<file path="config.mk">
export PLATFORM = sky130hd
export DESIGN_NAME = rspc_top
export DESIGN_NICKNAME = d
export VERILOG_FILES = /design/src/rspc_pkg.sv /design/src/rspc_top.sv
export SDC_FILE = /design/constraint.sdc
export NUM_CORES = 1
export LEC_CHECK = 0
export ABC_AREA = 1
export ABC_CLOCK_PERIOD_IN_PS = 6800
export BUFFER_PORTS_ARGS = -buffer_cell sky130_fd_sc_hd__buf_4
export CAP_MARGIN = 20
export CORE_ASPECT_RATIO = 0.6
export CORE_MARGIN = 5
export CORE_UTILIZATION = 50
export CTS_CLUSTER_DIAMETER = 40
export DETAILED_ROUTE_END_ITERATION = 8
export HOLD_SLACK_MARGIN = 0.1
export PLACE_DENSITY = 0.76
export SLEW_MARGIN = 20
export SYNTH_ARGS = -nofsm -noshare
export SYNTH_HDL_FRONTEND = slang
export SYNTH_SLANG_ARGS = --single-unit
</file>
<file path="constraint.sdc">
create_clock -name i_clk -period 6.8 [get_ports i_clk]
set_input_delay 0.34 -clock i_clk [delete_from_list [all_inputs] [get_ports i_clk]]
set_output_delay 0.34 -clock i_clk [all_outputs]
set_load 0.05 [all_outputs]
</file>
<file path="src/rspc_pkg.sv">
`default_nettype none
package rspc_pkg;
   localparam int TW = 16;
   localparam logic [2:0] MODE_COMFORT = 3'h0;
   localparam logic [2:0] MODE_STANDBY = 3'h1;
   localparam logic [2:0] MODE_NIGHT = 3'h2;
   localparam logic [2:0] MODE_PROTECT = 3'h3;
   localparam logic [1:0] WHEEL_OFFSET = 2'h0;
   localparam logic [1:0] WHEEL_BASIC = 2'h1;
   localparam logic [1:0] WHEEL_OFF_OBJ = 2'h2;
   localparam logic [1:0] WHEEL_OFF = 2'h3;
   localparam logic [1:0] MAX_1K = 2'h0;
   localparam logic [1:0] MAX_2K = 2'h1;
   localparam logic [1:0] MAX_3K = 2'h2;
   localparam logic signed [TW-1:0] K1 = 16'sh0064;
   localparam logic signed [TW-1:0] K2 = 16'sh00C8;
   localparam logic signed [TW-1:0] K3 = 16'sh012C;
   localparam logic signed [4:0] NOTCH_MAX = 5'sh06;
   localparam logic [1:0] PAIR_NONE = 2'h0;
   localparam logic [1:0] PAIR_BLINDS = 2'h1;
   localparam logic [1:0] PAIR_DIMMER = 2'h2;
endpackage
`default_nettype wire

</file>
<file path="src/rspc_top.sv">
`timescale 1ns/1ps
`default_nettype none
// Overview of operation
// - Heat comfort: basic plus offset
// - Heat standby: minus standby reduction
// - Heat night: minus night reduction
// - Heat protection: frost setpoint
// - Cool comfort: basic, offset, dead zone
// - Cool standby: add standby increase
// - Cool night: add night increase
// - Cool protection: heat protection setpoint
// - Report new offset value on change
// - Clamp offset to configured maximum
// - Wheel centre gives zero offset
// - Wheel end stop gives maximum
// - Notch step one sixth/third/half kelvin
// - Manual offset accepted only when allowed
// - Manual offset replaces, relative to basic
// - Three inputs, enabled by configuration
// - Third input binary or sensor
// - Paired keys share two objects, three in dimmer pairing
// - Window protection, presence comfort, else preselect
module rspc_top
   import rspc_pkg::*;
(
   input wire logic i_clk,
   input wire logic i_resetn,
   input wire logic i_cooling,
   input wire logic [2:0] i_preselect_mode,
   input wire logic i_presence,
   input wire logic i_window_open,
   input wire logic signed [rspc_pkg::TW-1:0] i_basic_setpoint,
   input wire logic signed [rspc_pkg::TW-1:0] i_standby_reduction,
   input wire logic signed [rspc_pkg::TW-1:0] i_night_reduction,
   input wire logic signed [rspc_pkg::TW-1:0] i_frost_setpoint,
   input wire logic signed [rspc_pkg::TW-1:0] i_dead_zone,
   input wire logic signed [rspc_pkg::TW-1:0] i_standby_increase,
   input wire logic signed [rspc_pkg::TW-1:0] i_night_increase,
   input wire logic signed [rspc_pkg::TW-1:0] i_heat_protect_setpoint,
   input wire logic [1:0] i_wheel_function,
   input wire logic [1:0] i_max_offset_sel,
   input wire logic signed [4:0] i_wheel_notch,
   input wire logic i_manual_offset_valid,
   input wire logic signed [rspc_pkg::TW-1:0] i_manual_offset,
   input wire logic i_ext_enable,
   input wire logic i_ext_c_is_sensor,
   input wire logic [1:0] i_pair_function,
   input wire logic i_ext_input_a,
   input wire logic i_ext_input_b,
   input wire logic i_ext_input_c,
   output logic signed [rspc_pkg::TW-1:0] o_current_setpoint,
   output logic [2:0] o_current_mode,
   output logic signed [rspc_pkg::TW-1:0] o_offset_report,
   output logic o_offset_report_valid,
   output logic o_obj_a_switch,
   output logic o_obj_a_aux,
   output logic o_obj_b_switch,
   output logic o_obj_shared,
   output logic o_obj_c_switch,
   output logic o_ext_c_analog_sel
);
   import rspc_pkg::*;

   function automatic logic signed [TW-1:0] clamp_off(input logic signed [TW+1:0] v,
                                                    input logic signed [TW-1:0] lim);
      logic signed [TW+1:0] l;
      l = {{2{lim[TW-1]}}, lim};
      if (v > l)
         clamp_off = lim;
      else if (v < -l)
         clamp_off = -lim;
      else
         clamp_off = v[TW-1:0];
   endfunction

   function automatic logic signed [TW+1:0] wid(input logic signed [TW-1:0] v);
      wid = {{2{v[TW-1]}}, v};
   endfunction

   logic [1:0] sync_a;
   logic [1:0] sync_b;
   logic [1:0] sync_c;
   logic signed [4:0] notch_meta;
   logic signed [4:0] notch_sync;
   logic signed [4:0] notch_check;
   logic signed [4:0] notch;
   logic signed [TW-1:0] max_off;
   logic signed [TW-1:0] step;
   logic signed [TW+1:0] wheel_raw;
   logic signed [TW-1:0] wheel_off;
   logic signed [TW-1:0] manual_off;
   logic signed [TW-1:0] offset;
   logic signed [TW-1:0] offset_prev;
   logic signed [TW-1:0] eff_offset;
   logic manual_ok;
   logic signed [TW+1:0] next_setpoint;
   logic [2:0] next_mode;
   logic a;
   logic b;
   logic c;

   // Pins are asynchronous to the clock, so each takes two flops first
   always_ff @(posedge i_clk or negedge i_resetn)
   begin
      if (!i_resetn)
      begin
         sync_a <= 2'h0;
         sync_b <= 2'h0;
         sync_c <= 2'h0;
      end
      else
      begin
         sync_a <= {sync_a[0], i_ext_input_a};
         sync_b <= {sync_b[0], i_ext_input_b};
         sync_c <= {sync_c[0], i_ext_input_c};
      end
   end

   // The knob sits outside the clock domain: two flops, then a position is taken only
   // when two settled samples agree, so a word caught mid-change never reaches the sum
   always_ff @(posedge i_clk or negedge i_resetn)
   begin
      if (!i_resetn)
      begin
         notch_meta <= 5'sh00;
         notch_sync <= 5'sh00;
         notch_check <= 5'sh00;
      end
      else
      begin
         notch_meta <= i_wheel_notch;
         notch_sync <= notch_meta;
         notch_check <= notch_sync;
      end
   end

   always_ff @(posedge i_clk or negedge i_resetn)
   begin
      if (!i_resetn)
         notch <= 5'sh00;
      else if (notch_sync == notch_check)
         notch <= notch_check;
   end

   always_comb
   begin
      case (i_max_offset_sel)
         MAX_1K:
         begin
            max_off = K1;
            step = TW'(K1 / 6);
         end
         MAX_2K:
         begin
            max_off = K2;
            step = TW'(K1 / 3);
         end
         default:
         begin
            max_off = K3;
            step = TW'(K1 / 2);
         end
      endcase
   end

   // Six notches each side; full notch count times step hits the maximum
   // only approximately for 1 K and 2 K, so the end stop is forced exactly
   always_comb
   begin
      wheel_raw = wid(step) * $signed({{(TW-3){notch[4]}}, notch});
      if (notch >= NOTCH_MAX)
         wheel_off = max_off;
      else if (notch <= -NOTCH_MAX)
         wheel_off = -max_off;
      else
         wheel_off = clamp_off(wheel_raw, max_off);
   end

   assign manual_ok = (i_wheel_function == WHEEL_BASIC) || (i_wheel_function == WHEEL_OFF_OBJ);

   // Received offset replaces the old one rather than adding to it
   always_ff @(posedge i_clk or negedge i_resetn)
   begin
      if (!i_resetn)
         manual_off <= 16'sh0000;
      else if (i_manual_offset_valid && manual_ok)
         manual_off <= clamp_off(wid(i_manual_offset), max_off);
   end

   always_comb
   begin
      if (i_wheel_function == WHEEL_OFFSET)
         eff_offset = wheel_off;
      else if (manual_ok)
         eff_offset = clamp_off(wid(manual_off), max_off);
      else
         eff_offset = 16'sh0000;
   end

   always_comb
   begin
      if (i_window_open)
         next_mode = MODE_PROTECT;
      else if (i_presence)
         next_mode = MODE_COMFORT;
      else if (i_preselect_mode > MODE_PROTECT)
         next_mode = MODE_COMFORT;
      else
         next_mode = i_preselect_mode;
   end

   // Two guard bits keep the widest sum from wrapping
   always_comb
   begin
      if (!i_cooling)
      begin
         case (next_mode)
            MODE_COMFORT: next_setpoint = wid(i_basic_setpoint) + wid(offset);
            MODE_STANDBY: next_setpoint = wid(i_basic_setpoint) + wid(offset) - wid(i_standby_reduction);
            MODE_NIGHT: next_setpoint = wid(i_basic_setpoint) + wid(offset) - wid(i_night_reduction);
            default: next_setpoint = wid(i_frost_setpoint);
         endcase
      end
      else
      begin
         case (next_mode)
            MODE_COMFORT: next_setpoint = wid(i_basic_setpoint) + wid(offset) + wid(i_dead_zone);
            MODE_STANDBY:
               next_setpoint = wid(i_basic_setpoint) + wid(offset) + wid(i_dead_zone)
                               + wid(i_standby_increase);
            MODE_NIGHT:
               next_setpoint = wid(i_basic_setpoint) + wid(offset) + wid(i_dead_zone)
                               + wid(i_night_increase);
            default: next_setpoint = wid(i_heat_protect_setpoint);
         endcase
      end
   end

   always_ff @(posedge i_clk or negedge i_resetn)
   begin
      if (!i_resetn)
         offset <= 16'sh0000;
      else
         offset <= eff_offset;
   end

   // Saturate rather than wrap on the output word
   always_ff @(posedge i_clk or negedge i_resetn)
   begin
      if (!i_resetn)
      begin
         o_current_setpoint <= 16'sh0000;
         o_current_mode <= MODE_COMFORT;
      end
      else
      begin
         o_current_setpoint <= clamp_off(next_setpoint, 16'sh7FFF);
         o_current_mode <= next_mode;
      end
   end

   always_ff @(posedge i_clk or negedge i_resetn)
   begin
      if (!i_resetn)
      begin
         offset_prev <= 16'sh0000;
         o_offset_report <= 16'sh0000;
         o_offset_report_valid <= 1'b0;
      end
      else
      begin
         offset_prev <= offset;
         o_offset_report_valid <= (offset != offset_prev);
         if (offset != offset_prev)
            o_offset_report <= offset;
      end
   end

   assign a = sync_a[1] & i_ext_enable;
   assign b = sync_b[1] & i_ext_enable;
   assign c = sync_c[1] & i_ext_enable & ~i_ext_c_is_sensor;

   // Paired keys: a and b drive switch, shared and, for dimmer, aux objects; a pressed masks b on the shared object, both pressed clear the switch
   always_ff @(posedge i_clk or negedge i_resetn)
   begin
      if (!i_resetn)
      begin
         o_obj_a_switch <= 1'b0;
         o_obj_a_aux <= 1'b0;
         o_obj_b_switch <= 1'b0;
         o_obj_shared <= 1'b0;
         o_obj_c_switch <= 1'b0;
         o_ext_c_analog_sel <= 1'b0;
      end
      else
      begin
         o_obj_c_switch <= c;
         o_ext_c_analog_sel <= i_ext_enable & i_ext_c_is_sensor;
         if (i_pair_function == PAIR_NONE)
         begin
            o_obj_a_switch <= a;
            o_obj_a_aux <= 1'b0;
            o_obj_b_switch <= b;
            o_obj_shared <= 1'b0;
         end
         else
         begin
            o_obj_a_switch <= a ^ b;
            o_obj_a_aux <= (a | b) & (i_pair_function == PAIR_DIMMER);
            o_obj_b_switch <= 1'b0;
            o_obj_shared <= b & ~a;
         end
      end
   end
endmodule
`default_nettype wire

</file>
==> summary.md <==
The number of cell rows came out at 45. The path type of the worst setup path is reg -> reg. The via count of the first global-routing pass is 12400. The die is 215.8 um wide.

Worst-path maximum fanout: 9. The share of the synthesized area in the top cell type works out to 0.2285. Across the run, the number of max-cap violations was 0. The tools report the max-slew violation total from the final report as 0.

The overall die area came out at 28800 um^2. The dominant synthesized flop cell was sky130_fd_sc_hd__dfrtp_1. Counting flops and latches in the post-synthesis netlist gives 116. After technology mapping, the gate count stands at 1865.

Buffers placed on the I/O ports in this run total 210. The finished cells cover 15330 um^2. The average wire length per cell after detail routing came out at 19.08 um.

The final setup violation count is 0, and the worst path required time is 7060 ps. In this run, synthesis inferred 0 flip-flops with an integrated enable. The starting DRC count in detailed routing was 1646. Share of the cycle needed by the critical path after routing: 0.8735. TritonCTS built the clock tree.

Layout cell share with drive strength beyond 1: 0.1569. The biggest area contributor in the post-synthesis netlist is sky130_fd_sc_hd__dfrtp_1. The final net count came out at 2437. The number of antenna diodes in the final layout is 0. The mean instance size in the synthesized netlist was 6.811 um^2. For the worst-skew pair, the clock arrives at the later sink with an insertion delay of 450 ps. The tools report the maximum frequency from static timing analysis as 0.1683 GHz. Yosys printed 0 warnings. The setup slack on the worst flop-to-flop path was 860 ps; the fraction of the yosys area taken by sequential cells was 0.2285.

The minimum clock period after layout is 5940 ps. The clock tree skew after final layout was 12.65 ps. At the pin with the least slew margin, the transition time is 1046 ps. The logs give 0.0002389 V for the highest ir drop seen on vdd and 12700 um^2 for the netlist area before placement. Following the worst setup path forward leads to its endpoint at offset[0]. The nature of the critical path startpoint was a flip-flop.

The tools report the effective utilization at floorplan as 0.5047. The worst setup path is captured at a flip-flop. The fraction of registers with async set or reset after synthesis came out at 1.000.

The number of placed I/O pins was 211; the die span in y was 133.5 um. The class of the most critical hold timing path is in -> reg. The top cell types in the final layout, fill and taps aside, are 531 x sky130_fd_sc_hd__nand2_1, 257 x sky130_fd_sc_hd__inv_1, 216 x sky130_fd_sc_hd__buf_4. After detailed routing, the number of remaining DRC violations is 0. The pin count of the biggest net entering global routing is 69. For the number of setup buffers added after CTS, the log shows 0. Highest-delay cell along the critical path: sky130_fd_sc_hd__o41ai_2.

The worst path arrival time was 6210 ps. The first global-routing pass estimated 70860 um of wire. The tools report the critical path startpoint as notch[4].

The run gives 0 as the count of antenna-violating nets left after detailed routing. After clock tree synthesis, the clock-pin slew on the worst setup and hold paths is 60 ps. The tree is rooted in a sky130_fd_sc_hd__clkbuf_16. The longest clock path from root to sink contains 2 buffers. The endpoint identified for the worst register-to-register timing path is offset[0]. Setup repair after global routing left no endpoint under its margin.

The post-synthesis to final-layout area growth works out to 20.69%. Number of detailed-route iterations in the first pass: 7. The tools report the launching point of the worst reg2reg path as notch[4]. The H-tree generated during clock tree synthesis spans 4 levels.

The core region is 25170 um^2. The number of failing hold endpoints at the final stage was 0; the final routed wirelength across all metal layers was 46530 um. The run gives 59 as the distinct cell type count after synthesis.

The logs give 0 for the number of antenna violations at the first check in global routing and 14620 um^2 for the post-place instance area. The leading cell type in the layout, fill and taps excluded was sky130_fd_sc_hd__nand2_1. The global router's overall resource usage is 0.3165, and the total negative slack is 0 ps. After legalization and detailed placement, the total HPWL measured 38180 um. The overall overflow remaining after global route was 0. Number of clock sinks seen by CTS: 116. The power density relative to cell area was 432.3 nW/um^2.

The tools report the worst relative slew slack as 0.3029. The vias after detailed routing came out at 13550. The worst register-to-register path has a depth of 25.

The flow ran to the end, and the final reports show no timing, DRC or antenna violations. After detailed routing, the number of vias per cell comes to 5.554. The run gives 17 as the number of buffers created by CTS.

The analysis attributes to cell leakage a power of 0.008505 uW. The largest stage delay on the critical path is 640 ps. Yosys attributes the largest share of cell area to sky130_fd_sc_hd__dfrtp_1 23%, sky130_fd_sc_hd__ha_1 16%, sky130_fd_sc_hd__nand2_1 16%, sky130_fd_sc_hd__inv_1 7.6%, sky130_fd_sc_hd__nand3_1 6.7%. At the end of routability-driven placement, the weighted congestion stood at 1.017.
## cells in the mapped netlist (all sizes together), types with 7 or more instances
| cell type | instances |
|---|---|
| nand3 | 172 |
| o21ai | 77 |
| xnor2 | 19 |
| nand3b | 37 |
| a21oi | 81 |
| xor2 | 9 |
| o21bai | 9 |
| nor2 | 138 |
| clkbuf | 7 |
| nand4 | 39 |
| a31oi | 9 |
| mux2i | 15 |
| o211ai | 13 |
| mux2 | 29 |
| buf | 22 |
| ha | 161 |
| dfrtp | 116 |
| and2 | 23 |
| nand2 | 548 |
| or2 | 8 |
| fa | 10 |
| inv | 268 |
| nor3 | 19 |
## per-layer routing
layer | up-vias | track usage | wire length (um)
li1 | 6591 | - | -
met1 | 6236 | 0.5093 | 23130
met2 | 671 | 0.3805 | 16450
met3 | 46 | 0.1367 | 6439
met4 | 2 | 0.04867 | 452
met5 | - | 0.01667 | 62
## kinds of logic (layout without fill, tap and decap cells)
family	count (synthesis)	in the layout	synth area share
adders and majority gates	171	171	0.1743
DFF	116	116	0.2285
and+or+nand+nor	990	990	0.3480
xor gates and xnor gates	28	28	0.01931
AOI/OAI and AO/OA	214	214	0.09849
other	1	15	0.0002952
muxes	44	44	0.03753
buffers and inverters	301	532	0.09357
## area by class of cell
type                    count  area, um^2
clock buffers              17       425.4
clock inverters            15       157.7
fillers                  2388        9836
inverters                 272        1021
multi-input cells        1462        8672
flip-flops and latches    116        2903
well taps                 329       411.6
repair buffers            228        1742
## registers in the layout, summed over array words and instances (netlist names)
register	flops
manual_off	16
o_current_setpoint	16
o_offset_report	16
offset	16
offset_prev	16
notch	5
notch_check	5
notch_meta	5
notch_sync	5
o_current_mode	3
sync_a	2
sync_b	2
sync_c	2
o_ext_c_analog_sel	1
o_obj_a_aux	1
o_obj_a_switch	1
o_obj_b_switch	1
o_obj_c_switch	1
o_obj_shared	1
o_offset_report_valid	1
## metrics by stage
| step | util | hold WS (ps) | power, uW | worst slack (ps) | cells |
|---|---|---|---|---|---|
| 3_3_place_gp | 0.5810 | 332.6 | 5493 | 597.1 | 2395 |
| 3_5_place_dp | 0.5810 | 336.4 | 5531 | 450.5 | 2395 |
| 6_report | 0.6092 | 128.6 | 6628 | 859.9 | 2439 |
| 5_1_grt | 0.6092 | 137.0 | 7181 | 506.2 | 2439 |
| 4_1_cts | 0.6089 | 116.0 | 6486 | 723.9 | 2439 |
| 2_1_floorplan | - | 44.41 | 4276 | 1325 | 1879 |
## how the worst min path moves through the flow
stage	from	end	slack [ps]	depth (start not counted)
finish	i_ext_enable	o_ext_c_analog_sel	130	3
global route	i_ext_enable	o_ext_c_analog_sel	140	3
CTS	i_ext_enable	o_ext_c_analog_sel	120	3
floorplan	i_resetn	manual_off[0]	40	0
detailed placement	notch_meta[2]	notch_sync[2]	340	0
global placement	sync_c[0]	sync_c[1]	330	0
## critical path, delay by kind of cell, from the launching register on
| family | cells | cell delay, ps |
|---|---|---|
| xor+xnor | 1 | 230 |
| buf+inv | 5 | 750 |
| fa+ha+maj | 5 | 1760 |
| compound gates | 5 | 1200 |
| flops | 1 | 540 |
| simple gates | 9 | 1270 |
## report_power, final
part	internal (uW)	total (uW)	switching, uW
Clock	519	916	397
Sequential	856	1010	154
Combinational	1600	4700	3110
Total	2970	6630	3660
## repair_timing
item,CTS,global route
resized for setup,0,0
hold buffers,12,0
hold endpoints to repair,60,0
Note: power is estimated with default switching activity, not from simulation.
